`src/hdl/oaau_pkg.sv`:
```
// constants and types of the operand addressing arithmetic unit
package oaau_pkg;
  localparam int CLK_PERIOD_NS = 20;
  localparam int T_ARITH_NS    = 1000;
  localparam int T_TPINC_NS    = 2000;
  localparam int T_MULDIV_NS   = 4000;
  localparam logic [7:0] CYC_ARITH  = 8'(T_ARITH_NS / CLK_PERIOD_NS);
  localparam logic [7:0] CYC_TPINC  = 8'(T_TPINC_NS / CLK_PERIOD_NS);
  localparam logic [7:0] CYC_MULDIV = 8'(T_MULDIV_NS / CLK_PERIOD_NS);
  localparam int PSW_CY  = 7;
  localparam int PSW_AC  = 6;
  localparam int PSW_RS1 = 4;
  localparam int PSW_RS0 = 3;
  localparam int PSW_OV  = 2;
  localparam int PSW_P   = 0;
  localparam logic [7:0]  PSW_RST = 8'h00;
  localparam logic [7:0]  ACC_RST = 8'h00;
  localparam logic [7:0]  AUX_RST = 8'h00;
  localparam logic [15:0] TP_RST  = 16'h0000;
  localparam logic [7:0]  SFR_BASE = 8'h80;
  localparam int OPC_RI_BIT      = 0;
  localparam int OPC_PC_BASE_BIT = 4;
  localparam logic [3:0] BCD_MAX     = 4'h9;
  localparam logic [8:0] DA_LOW_FIX  = 9'h006;
  localparam logic [8:0] DA_HIGH_FIX = 9'h060;
  localparam logic [7:0] DIV_ZERO_RES = 8'hFF;
  typedef enum logic [3:0] {
    OP_ADD  = 4'h0, OP_ADD_WITH_CARRY = 4'h1, OP_SUBTRACT_WITH_BORROW = 4'h2, OP_INC  = 4'h3,
    OP_DEC  = 4'h4, OP_TPINC = 4'h5, OP_MUL = 4'h6, OP_DIV  = 4'h7,
    OP_DA   = 4'h8, OP_MOVC = 4'h9, OP_JMP  = 4'hA
  } oaau_op_t;
  typedef enum logic [2:0] {
    M_ACC  = 3'h0, M_DIR  = 3'h1, M_INDR = 3'h2, M_INDSP = 3'h3,
    M_REG  = 3'h4, M_IMM  = 3'h5, M_XTP  = 3'h6, M_XR    = 3'h7
  } oaau_mode_t;
  typedef enum logic [1:0] {
    SP_IRAM = 2'h0, SP_SFR = 2'h1, SP_XRAM = 2'h2, SP_CODE = 2'h3
  } oaau_space_t;
  typedef enum logic [2:0] {
    S_IDLE  = 3'h0, S_START = 3'h1, S_PTRRQ = 3'h2, S_PTRGET = 3'h3,
    S_OPRRQ = 3'h4, S_OPRGET = 3'h5, S_EXEC = 3'h6, S_HOLD = 3'h7
  } oaau_state_t;
endpackage

```
`src/hdl/oaau_alu.sv`:
```
// combinational arithmetic of the operand addressing unit
`timescale 1ns/1ns
module oaau_alu (
  input  wire oaau_pkg::oaau_op_t op,
  input  wire logic [7:0]         a,
  input  wire logic [7:0]         opnd,
  input  wire logic [7:0]         aux,
  input  wire logic               cy_i,
  input  wire logic               ac_i,
  output logic      [7:0]         res,
  output logic      [7:0]         res_aux,
  output logic                    cy_o,
  output logic                    ac_o,
  output logic                    ov_o
);
  import oaau_pkg::*;
  logic [8:0]  wide;
  logic [4:0]  nib;
  logic [15:0] prod;
  logic [8:0]  da;
  logic        cin;
  always_comb begin
    res     = a;
    res_aux = aux;
    cy_o    = cy_i;
    ac_o    = ac_i;
    ov_o    = 1'b0;
    cin     = (op == OP_ADD_WITH_CARRY) && cy_i;
    prod    = {8'h00, a} * {8'h00, aux};
    wide    = 9'h000;
    nib     = 5'h00;
    da      = {1'b0, a};
    case (op)
      OP_ADD, OP_ADD_WITH_CARRY: begin
        wide = {1'b0, a} + {1'b0, opnd} + {8'h00, cin};
        nib  = {1'b0, a[3:0]} + {1'b0, opnd[3:0]} + {4'h0, cin};
        res  = wide[7:0];
        cy_o = wide[8];
        ac_o = nib[4];
        ov_o = (a[7] == opnd[7]) && (wide[7] != a[7]);
      end
      OP_SUBTRACT_WITH_BORROW: begin
        wide = {1'b0, a} - {1'b0, opnd} - {8'h00, cy_i};
        nib  = {1'b0, a[3:0]} - {1'b0, opnd[3:0]} - {4'h0, cy_i};
        res  = wide[7:0];
        cy_o = wide[8];
        ac_o = nib[4];
        ov_o = (a[7] != opnd[7]) && (wide[7] != a[7]);
      end
      OP_INC: res = opnd + 8'h01;
      OP_DEC: res = opnd - 8'h01;
      OP_MUL: begin
        res     = prod[7:0];
        res_aux = prod[15:8];
        cy_o    = 1'b0;
        ov_o    = |prod[15:8];
      end
      OP_DIV: begin
        cy_o = 1'b0;
        if (aux == 8'h00) begin
          res     = DIV_ZERO_RES;
          res_aux = DIV_ZERO_RES;
          ov_o    = 1'b1;
        end else begin
          res     = a / aux;
          res_aux = a % aux;
        end
      end
      OP_DA: begin
        if ((a[3:0] > BCD_MAX) || ac_i) begin
          da = da + DA_LOW_FIX;
        end
        if ((da[7:4] > BCD_MAX) || cy_i || da[8]) begin
          da = da + DA_HIGH_FIX;
        end
        res  = da[7:0];
        cy_o = cy_i | da[8];
      end
      default: res = a;
    endcase
  end
endmodule // oaau_alu

```
`src/hdl/oaau_core.sv`:
```
// operand addressing and arithmetic datapath of an 8-bit core
// Notes on behaviour
// - direct operand location is the 8-bit address byte of the instruction
// - direct addresses reach lower 128 RAM bytes or sfr space only
// - 8-bit indirect address comes from pointer reg zero/one or stack pointer
// - only the table pointer supplies a 16-bit indirect address
// - indirect access reaches both internal and external RAM
// - 3-bit opcode field picks one of eight working registers, no byte
// - register bank is taken from status word at execution time
// - bank select bits are status bits 4 and 3; bank n at 8 times n
// - accumulator-implicit opcodes carry no address byte
// - immediate value is the program byte right after the opcode
// - indexed access reads program memory only, base plus accumulator
// - computed jump loads program counter with base plus accumulator
// - increment and decrement work in place on any internal byte
// - table pointer increment is one 16-bit add with carry across bytes
// - table pointer drives 16-bit external memory addresses
// - multiply gives 16-bit product, high to aux, low to accumulator
// - divide gives quotient to accumulator and remainder to aux
// - arithmetic takes 1 us, pointer increment 2 us, mul and div 4 us
// - decimal adjust corrects accumulator after adding two bcd bytes
// - parity flag is one when accumulator holds odd count of ones
`timescale 1ns/1ns
module oaau_core (
  input  wire logic                    core_clk,
  input  wire logic                    sys_rst,
  input  wire logic                    instr_valid,
  input  wire oaau_pkg::oaau_op_t      instr_op,
  input  wire oaau_pkg::oaau_mode_t    instr_mode,
  input  wire logic [7:0]              instr_opcode,
  input  wire logic [7:0]              instr_byte,
  input  wire logic [15:0]             pc_value,
  input  wire logic [7:0]              stack_pointer,
  input  wire logic                    acc_wr,
  input  wire logic [7:0]              acc_wdata,
  input  wire logic                    aux_wr,
  input  wire logic [7:0]              aux_wdata,
  input  wire logic                    tp_wr,
  input  wire logic [15:0]             tp_wdata,
  input  wire logic                    status_wr,
  input  wire logic [7:0]              status_wdata,
  input  wire logic [7:0]              mem_rdata,
  output logic                         busy,
  output logic                         done,
  output logic                         mem_req,
  output logic                         mem_we,
  output oaau_pkg::oaau_space_t        mem_space,
  output logic [15:0]                  mem_addr,
  output logic [7:0]                   mem_wdata,
  output logic                         pc_load,
  output logic [15:0]                  pc_target,
  output logic [7:0]                   accumulator,
  output logic [7:0]                   aux_reg,
  output logic [15:0]                  table_pointer,
  output logic [7:0]                   status_word
);
  import oaau_pkg::*;

  oaau_state_t state_q;
  oaau_op_t    op_q;
  oaau_mode_t  mode_q;
  oaau_space_t opr_space;
  logic [7:0]  opc_q;
  logic [7:0]  byte_q;
  logic [7:0]  ptr_q;
  logic [7:0]  opnd_q;
  logic [7:0]  cnt_q;
  logic [7:0]  cyc_q;
  logic [15:0] pc_q;
  logic [15:0] opr_addr;
  logic [7:0]  opnd_val;
  logic [7:0]  alu_res;
  logic [7:0]  alu_aux;
  logic        alu_cy;
  logic        alu_ac;
  logic        alu_ov;
  logic        ptr_mode;
  logic        mem_opnd;
  logic        write_back;
  logic [1:0]  bank;

  // bank select read live, so the bank at execution time is used
  assign bank = status_word[PSW_RS1:PSW_RS0];
  assign ptr_mode = (mode_q == M_INDR) || (mode_q == M_XR);
  assign mem_opnd = (op_q == OP_MOVC) ||
    (((op_q == OP_ADD) || (op_q == OP_ADD_WITH_CARRY) || (op_q == OP_SUBTRACT_WITH_BORROW) ||
      (op_q == OP_INC) || (op_q == OP_DEC)) &&
     (mode_q != M_ACC) && (mode_q != M_IMM));
  assign write_back = ((op_q == OP_INC) || (op_q == OP_DEC)) &&
    (mode_q != M_ACC) && (mode_q != M_IMM) &&
    (mode_q != M_XTP) && (mode_q != M_XR);

  // operand location from the latched instruction
  always_comb begin
    opr_space = SP_IRAM;
    opr_addr  = 16'h0000;
    if (op_q == OP_MOVC) begin
      opr_space = SP_CODE;
      opr_addr  = (opc_q[OPC_PC_BASE_BIT] ? pc_q : table_pointer) +
                  {8'h00, accumulator};
    end else begin
      case (mode_q)
        M_DIR: begin
          opr_addr  = {8'h00, byte_q};
          opr_space = (byte_q < SFR_BASE) ? SP_IRAM : SP_SFR;
        end
        M_INDR:  opr_addr = {8'h00, ptr_q};
        M_INDSP: opr_addr = {8'h00, stack_pointer};
        M_REG:   opr_addr = {8'h00, 3'b000, bank, opc_q[2:0]};
        M_XTP: begin
          opr_space = SP_XRAM;
          opr_addr  = table_pointer;
        end
        M_XR: begin
          opr_space = SP_XRAM;
          opr_addr  = {8'h00, ptr_q};
        end
        default: opr_addr = 16'h0000;
      endcase
    end
  end

  // accumulator-implicit and immediate operands need no memory read
  always_comb begin
    case (mode_q)
      M_ACC:   opnd_val = accumulator;
      M_IMM:   opnd_val = byte_q;
      default: opnd_val = opnd_q;
    endcase
  end

  oaau_alu u_alu (
    .op      (op_q),
    .a       (accumulator),
    .opnd    (opnd_val),
    .aux     (aux_reg),
    .cy_i    (status_word[PSW_CY]),
    .ac_i    (status_word[PSW_AC]),
    .res     (alu_res),
    .res_aux (alu_aux),
    .cy_o    (alu_cy),
    .ac_o    (alu_ac),
    .ov_o    (alu_ov)
  );

  // sequencer and memory port
  always_ff @(posedge core_clk or posedge sys_rst) begin
    if (sys_rst) begin
      state_q   <= S_IDLE;
      op_q      <= OP_ADD;
      mode_q    <= M_ACC;
      opc_q     <= 8'h00;
      byte_q    <= 8'h00;
      pc_q      <= 16'h0000;
      ptr_q     <= 8'h00;
      opnd_q    <= 8'h00;
      cnt_q     <= 8'h00;
      cyc_q     <= CYC_ARITH;
      busy      <= 1'b0;
      done      <= 1'b0;
      mem_req   <= 1'b0;
      mem_we    <= 1'b0;
      mem_space <= SP_IRAM;
      mem_addr  <= 16'h0000;
      mem_wdata <= 8'h00;
    end else begin
      mem_req <= 1'b0;
      mem_we  <= 1'b0;
      done    <= 1'b0;
      cnt_q   <= cnt_q + 8'h01;
      case (state_q)
        S_IDLE: begin
          cnt_q <= 8'h00;
          if (instr_valid) begin
            op_q    <= instr_op;
            mode_q  <= instr_mode;
            opc_q   <= instr_opcode;
            byte_q  <= instr_byte;
            pc_q    <= pc_value;
            busy    <= 1'b1;
            state_q <= S_START;
            case (instr_op)
              OP_TPINC:       cyc_q <= CYC_TPINC;
              OP_MUL, OP_DIV: cyc_q <= CYC_MULDIV;
              default:        cyc_q <= CYC_ARITH;
            endcase
          end
        end
        S_START: begin
          if (mem_opnd && ptr_mode && (op_q != OP_MOVC)) begin
            mem_req   <= 1'b1;
            mem_space <= SP_IRAM;
            mem_addr  <= {8'h00, 3'b000, bank, 2'b00,
                          opc_q[OPC_RI_BIT]};
            state_q   <= S_PTRRQ;
          end else if (mem_opnd) begin
            mem_req   <= 1'b1;
            mem_space <= opr_space;
            mem_addr  <= opr_addr;
            state_q   <= S_OPRRQ;
          end else begin
            state_q <= S_EXEC;
          end
        end
        S_PTRRQ: state_q <= S_PTRGET;
        S_PTRGET: begin
          ptr_q   <= mem_rdata;
          state_q <= S_OPRRQ;
          mem_req <= 1'b1;
          mem_space <= (mode_q == M_XR) ? SP_XRAM : SP_IRAM;
          mem_addr  <= {8'h00, mem_rdata};
        end
        S_OPRRQ: state_q <= S_OPRGET;
        S_OPRGET: begin
          opnd_q  <= mem_rdata;
          state_q <= S_EXEC;
        end
        S_EXEC: begin
          if (write_back) begin
            mem_req   <= 1'b1;
            mem_we    <= 1'b1;
            mem_space <= opr_space;
            mem_addr  <= opr_addr;
            mem_wdata <= alu_res;
          end
          state_q <= S_HOLD;
        end
        S_HOLD: begin
          if (cnt_q == cyc_q - 8'h01) begin
            busy    <= 1'b0;
            done    <= 1'b1;
            state_q <= S_IDLE;
          end
        end
        default: state_q <= S_IDLE;
      endcase
    end
  end

  // accumulator, aux, table pointer and jump target
  always_ff @(posedge core_clk or posedge sys_rst) begin
    if (sys_rst) begin
      accumulator   <= ACC_RST;
      aux_reg       <= AUX_RST;
      table_pointer <= TP_RST;
      pc_load       <= 1'b0;
      pc_target     <= 16'h0000;
    end else begin
      pc_load <= 1'b0;
      if (state_q == S_EXEC) begin
        case (op_q)
          OP_ADD, OP_ADD_WITH_CARRY, OP_SUBTRACT_WITH_BORROW, OP_DA: accumulator <= alu_res;
          OP_INC, OP_DEC: begin
            if (mode_q == M_ACC) begin
              accumulator <= alu_res;
            end
          end
          OP_TPINC: table_pointer <= table_pointer + 16'h0001;
          OP_MUL, OP_DIV: begin
            accumulator <= alu_res;
            aux_reg     <= alu_aux;
          end
          OP_MOVC: accumulator <= opnd_q;
          OP_JMP: begin
            pc_load   <= 1'b1;
            pc_target <= (opc_q[OPC_PC_BASE_BIT] ? pc_q : table_pointer) +
                         {8'h00, accumulator};
          end
          default: accumulator <= accumulator;
        endcase
      end else begin
        if (acc_wr) begin
          accumulator <= acc_wdata;
        end
        if (aux_wr) begin
          aux_reg <= aux_wdata;
        end
        if (tp_wr) begin
          table_pointer <= tp_wdata;
        end
      end
    end
  end

  // status word: flags from arithmetic, parity from accumulator
  always_ff @(posedge core_clk or posedge sys_rst) begin
    if (sys_rst) begin
      status_word <= PSW_RST;
    end else begin
      status_word[PSW_P] <= ^accumulator;
      if (state_q == S_EXEC) begin
        case (op_q)
          OP_ADD, OP_ADD_WITH_CARRY, OP_SUBTRACT_WITH_BORROW: begin
            status_word[PSW_CY] <= alu_cy;
            status_word[PSW_AC] <= alu_ac;
            status_word[PSW_OV] <= alu_ov;
          end
          OP_MUL, OP_DIV: begin
            status_word[PSW_CY] <= alu_cy;
            status_word[PSW_OV] <= alu_ov;
          end
          OP_DA: status_word[PSW_CY] <= alu_cy;
          default: status_word[PSW_CY] <= status_word[PSW_CY];
        endcase
      end else if (status_wr) begin
        status_word[7:1] <= status_wdata[7:1];
      end
    end
  end

  // checks
  logic [7:0] busy_len_q;
  always_ff @(posedge core_clk or posedge sys_rst) begin
    if (sys_rst) begin
      busy_len_q <= 8'h00;
    end else if (busy) begin
      busy_len_q <= busy_len_q + 8'h01;
    end else if (!done) begin
      busy_len_q <= 8'h00;
    end
  end
endmodule // oaau_core

```
`config.mk`:
```
export PLATFORM = sky130hd
export DESIGN_NAME = oaau_core
export DESIGN_NICKNAME = d
export VERILOG_FILES = /design/src/hdl/oaau_pkg.sv /design/src/hdl/oaau_alu.sv /design/src/hdl/oaau_core.sv
export SDC_FILE = /design/constraint.sdc
export NUM_CORES = 1
export LEC_CHECK = 0
export BUFFER_PORTS_ARGS = -buffer_cell sky130_fd_sc_hd__buf_2
export CAP_MARGIN = 20
export CELL_PAD_IN_SITES_DETAIL_PLACEMENT = 1
export CELL_PAD_IN_SITES_GLOBAL_PLACEMENT = 2
export CORE_ASPECT_RATIO = 0.8
export CORE_UTILIZATION = 36
export DETAILED_ROUTE_END_ITERATION = 16
export GPL_ROUTABILITY_DRIVEN = 0
export PLACE_DENSITY_LB_ADDON = 0.05
export SETUP_SLACK_MARGIN = 0.02
export SYNTH_ARGS = -nofsm -noshare
export SYNTH_HDL_FRONTEND = slang
export SYNTH_HIERARCHICAL = 1
export SYNTH_SLANG_ARGS = --single-unit
```
`constraint.sdc`:
```
create_clock -name core_clk -period 15.3 [get_ports core_clk]
set_input_delay 3.06 -clock core_clk [delete_from_list [all_inputs] [get_ports core_clk]]
set_output_delay 3.06 -clock core_clk [all_outputs]
set_load 0.005 [all_outputs]
```
======== Yosys cells after proc, flatten, opt, wreduce, memory -nomap -nowiden ========
Index checks and enable logic that the tools add are counted.
cells by class
  add/subtract/negate cells ............... 16
  $mul .................................... 1
  div/mod/pow operators ................... 2
  order comparisons ....................... 3
  eq/ne operators ......................... 50
  mux-type cells .......................... 63
  bitwise logic cells ..................... 2
  reductions and logical operators ........ 56
operators with widths
  kind                     count
  $mux W16                 8
  $pmux W16 S5             1
  $mux W8                  9
  $pmux W8 S7              1
  $pmux W16 S3             1
  $pmux W8 S2              3
  $mux W9                  4
  $eq A4 B3 Y1 const B     7
  $eq A3 B3 Y1 const B     8
  $pmux W3 S8              1
  $pmux W8 S3              1
  $reduce_and A3 Y1        6
  $add A16 B1 Y16 const B  1
  $add A16 B8 Y16          1
  $add A8 B1 Y8 const B    2
  $mul A8 B8 Y16           1
  $mux W1                  16
  $sub A8 B1 Y8 const B    2
  $ne A3 B3 Y1 const B     5
  $mux W2                  7
  $reduce_and A2 Y1        7
  $eq A3 B2 Y1 const B     4
  $eq A4 B4 Y1 const B     3
  $ne A2 B2 Y1 const B     6
  other kinds (48)         88
word-level totals
  register bits after elaboration ......... 158
  bits of input ports ..................... 102
  output and inout port bits .............. 87
  logic and storage cells ................. 220

======== Logic depth before layout (Yosys ltp) ========
  depth after elaboration ................. 13
  mapped depth ............................ 55
  gate-level depth less buffers ........... 51

======== Hierarchy ========
Netlist, hierarchy kept.
by module, submodules not included
  module     times used  cells each  area each (µm²)  seq. area each (µm²)
  oaau_core  1           968         8381.8           3856.2
  oaau_alu   1           817         6104.6           0.0

======== Worst setup path after synthesis ========
Ideal clock, no wire load.
  path kind ............................... flip-flop to flip-flop
  start ................................... register aux_reg[0]
  end ..................................... register accumulator[0]
  library setup time ...................... 0.125 ns
  arrival time ............................ 11.509 ns
  slack ................................... 3.666 ns
  stages on the path, launching flop included .. 50
  path through ............................ dfrtp_1 -> inv_1 -> ha_1 -> a21oi_1 -> ha_1 -> o21a_1 -> o211ai_1 -> nand2_1 -> o31ai_1 -> ha_1 -> a21oi_1 -> a211o_1 -> nor3_2 -> or2_2 -> ha_1 -> a21oi_1 -> a211oi_2 -> or2_1 -> (+14 left out) -> buf_2 -> mux2_2 -> ha_1 -> or3_1 -> o211a_1 -> o21a_1 -> nor2_1 -> o21ai_0 -> ha_1 -> a211o_1 -> o211ai_1 -> a21oi_1 -> o41ai_2 -> a21oi_1 -> or3_1 -> nand2_1 -> a31oi_1 -> mux2_2
on the way
  longest elaborated chain between the ends .. 6
RTL lines
  item                                               RTL line                        source
  start, declared                                    oaau_core.sv:53                 output logic [7:0] aux_reg,
  start signal, assigned                             oaau_core.sv:261                aux_reg <= alu_aux;
  start signal, assigned                             oaau_core.sv:276                aux_reg <= aux_wdata;
  $div A8 B8 Y8 or $logic_not A8 Y1 (tied branches)  oaau_alu.sv:65, oaau_alu.sv:60
  $mux W8                                            oaau_alu.sv:60                  if (aux == 8'h00) begin
  $pmux W8 S7 (*)                                    oaau_alu.sv:33                  case (op)
  via alu_res[0]                                     oaau_core.sv:72                 logic [7:0] alu_res;
  $mux W8                                            oaau_core.sv:254                if (mode_q == M_ACC) begin
  $pmux W8 S3 (*)                                    oaau_core.sv:251                case (op_q)
  $mux W8 (*)                                        oaau_core.sv:250                if (state_q == S_EXEC) begin
  end signal, assigned                               oaau_core.sv:252                OP_ADD, OP_ADD_WITH_CARRY, OP_SUBTRACT_WITH_BORROW, OP_DA: accumulator <= alu_res;
  end signal, assigned                               oaau_core.sv:255                accumulator <= alu_res;
  end signal, assigned                               oaau_core.sv:260                accumulator <= alu_res;
  end, declared                                      oaau_core.sv:52                 output logic [7:0] accumulator,
Mark *: on every way through the listed nets, which the timed path passes. The rest lies on a longest branch. The select of a mux whose other input is x is not followed.
A chain may end at the register's enable or synchronous reset.

======== Final worst setup path ========
  start ................................... register aux_reg[4]
  end ..................................... register accumulator[0]
on the way
  longest elaborated chain between the ends .. 6
RTL lines
  item                                               RTL line
  $div A8 B8 Y8 or $logic_not A8 Y1 (tied branches)  oaau_alu.sv:65, oaau_alu.sv:60
  $mux W8 (*)                                        oaau_alu.sv:60
  $pmux W8 S7 (*)                                    oaau_alu.sv:33
  via alu_res[0]                                     oaau_core.sv:72
  $mux W8                                            oaau_core.sv:254
  $pmux W8 S3 (*)                                    oaau_core.sv:251
  $mux W8 (*)                                        oaau_core.sv:250
Marks and branches as above.

==> metrics.yaml <==
status: "finished clean"
ctsHoldBuffers: 0
period_needed_ps: 14150
reg2reg_depth: 48
slew_headroom_pct: 30.9
finalClockSkew_ps: 9.84
place.port_buffers: 183
setup_viol: 0
period_share_pct: 92.5
grt-busiest-layer: "met1"
path_clk_slew_ps: 70
synth_area_mm2: 0.0145
met2_usage_pct: 42.9
max_cap_viol_count: 0
htreeDepth: 4
synth_common_cells: "nand2_1, dfrtp_1, nor2_1, ha_1, inv_1"
hp-class: "reg -> reg"
timing.rr.start: "aux_reg[4]"
overflow: 0
synth.most_common_cell: "nand2_1"
antenna_found_initial: 1
grt_pass1_vias: 14300
crit_path_max_fanout: 9
synth_top_family_by_area: "simple AND/OR/NAND/NOR gates"
setup.worst_path.start: "aux_reg[4]"
synthArstFlopShare_pct: 100
dp.final_hpwl_um: 44400
min_from: "pc_target[15]"
worstSetupPathType: "reg -> reg"
synth.net_count: 2048
rsz0062_at_grt: "no"
rr_endpoint: "accumulator[0]"
crit_path_top_delay_cell: "a21oi_1"
yosys.area_share.xor_xnor_pct: 5.02
critPathLaunchType: "register"
slowest_delay_ps: 670
fmax_ghz: 0.0706
post-route-drc-count: 0
crit_end: "accumulator[0]"
grt_max_degree: 90
cp.arrival_ps: 14500
syn_to_final_growth_pct: 14.7
post_cts_buffers: 0
die_area_mm2: 0.0411
n_fill_cell: 4876
core_area_mm2: 0.0395
ctsResizeCount: 0
first_pass_iters: 5
finalMaxSlewViolations: 0
drtIter0Drc: 970
insertion_delay_ps: 460
setup_tns_ps: 0
cts_root_buffer: "clkbuf_16"
drive_gt1_share_pct: 16.3
yosys.area.top_type: "dfrtp_1"
fp.dieW_um: 226
synth_cell_types: 92
synthTopCellsByArea: "dfrtp_1, ha_1, nand2_1"
synth_top_cell_area_share_pct: 26.3
cpMostUsedCell: "ha_1"
wirelength_um: 58300
yosys.area_share.simple_pct: 20.8
synth.ff_latch_count: 154
seq_area_mm2: 0.00386
fin_util_pct: 42.0
final-hold-violation-count: 0
synth_compound_gate_area_share_pct: 20.3
cts_made_buffers: 17
synth_cells: 1785
fp.dieH_um: 181
synth_ff_type: "dfrtp_1"
grt_use_met3_pct: 3.72
vias: 14300
synth_edf_count: 0
ant_nets: 0
viasPerCell: 5.74
wl_per_cell_um: 23.4
muxShareOfSynthArea_pct: 5.48
critPathCaptureType: "register"
multi_input_area_mm2: 0.00982
r2r_setup_slack_ps: 1150
cts_tree: "yes"
synth_area_per_cell_um2: 8.12
required_ps: 15650
ioPinCount: 189
tightestPinTransition_ps: 1040
fin_nets: 2202
yosysSeqAreaShare_pct: 26.6
grt_use_met1_pct: 43.2
cts_buffer_depth: 2
grt_util_all_layers_pct: 28.7
synth_fa_ha_area_share_pct: 16.1
cts.sinks: 154
rows: 65
yosys_warnings: 6
start_util_pct: 36.7
grt_pass1_wl_um: 88300
-- cell families after synthesis --
logic type      Yosys count
buf+inv                 200
simple gates            672
fa+ha+maj               161
compound gates          441
xor+xnor                 83
flops                   154
mux                      74
-- placed cells by master (no fill, tap or decap), types with 37 or more instances in the layout --
master     n
o21ai_0   92
nand3_1   37
xnor2_1   54
nand2_1  326
dfrtp_1  152
mux2_2    37
fa_1      43
inv_1    108
a21oi_1  105
ha_1     118
nor2_1   147
buf_2    183
-- per-layer routing --
layer | up-vias | wire, um
li1 | 6601 | -
met4 | 0 | 1080
met3 | 62 | 3010
met2 | 378 | 25200
met1 | 7248 | 29000
met5 | - | 0
-- worst max-delay path, delay by kind of cell (launching register included) --
family                   cells  cell delay, ps
AO/OA/AOI/OAI               23            6960
flip-flops                   1             520
adder cells (fa/ha/maj)      7            2370
multiplexers                 2             710
AND/OR/NAND/NOR             13            2930
buffers and inverters        3             530
-- per-stage QoR --
step                cells  area (um^2)  hold WS (ps)  setup slack [ps]
floorplan            1785        14500           440              3670
global placement     2456        16000           458              1590
detailed placement   2456        16000           463              1360
CTS                  2488        16600           481              1310
global route         2488        16600           505               378
finish               2489        16600           477              1150
-- final cells by class --
type	instances	area share (%)
Antenna cell	1	0.0151
Multi-Input combinational cell	1431	59.1
Timing Repair Buffer	219	7.14
Inverter	116	2.70
Tap cell	536	4.04
Sequential cell	154	23.2
Clock inverter	14	1.25
Clock buffer	18	2.58
-- how the worst min path moves through the flow --
stage	to	slack, ps	cells past startpoint
6_report	pc_target[15]	480	2
4_1_cts	pc_q[2]	480	2
3_3_place_gp	pc_q[3]	460	2
2_1_floorplan	pc_q[0]	440	2
5_1_grt	pc_q[0]	500	2
3_5_place_dp	mem_wdata[4]	460	2
Power is not shown: default switching activity piles up to over one toggle a cycle in this logic, so the estimate is an artifact.
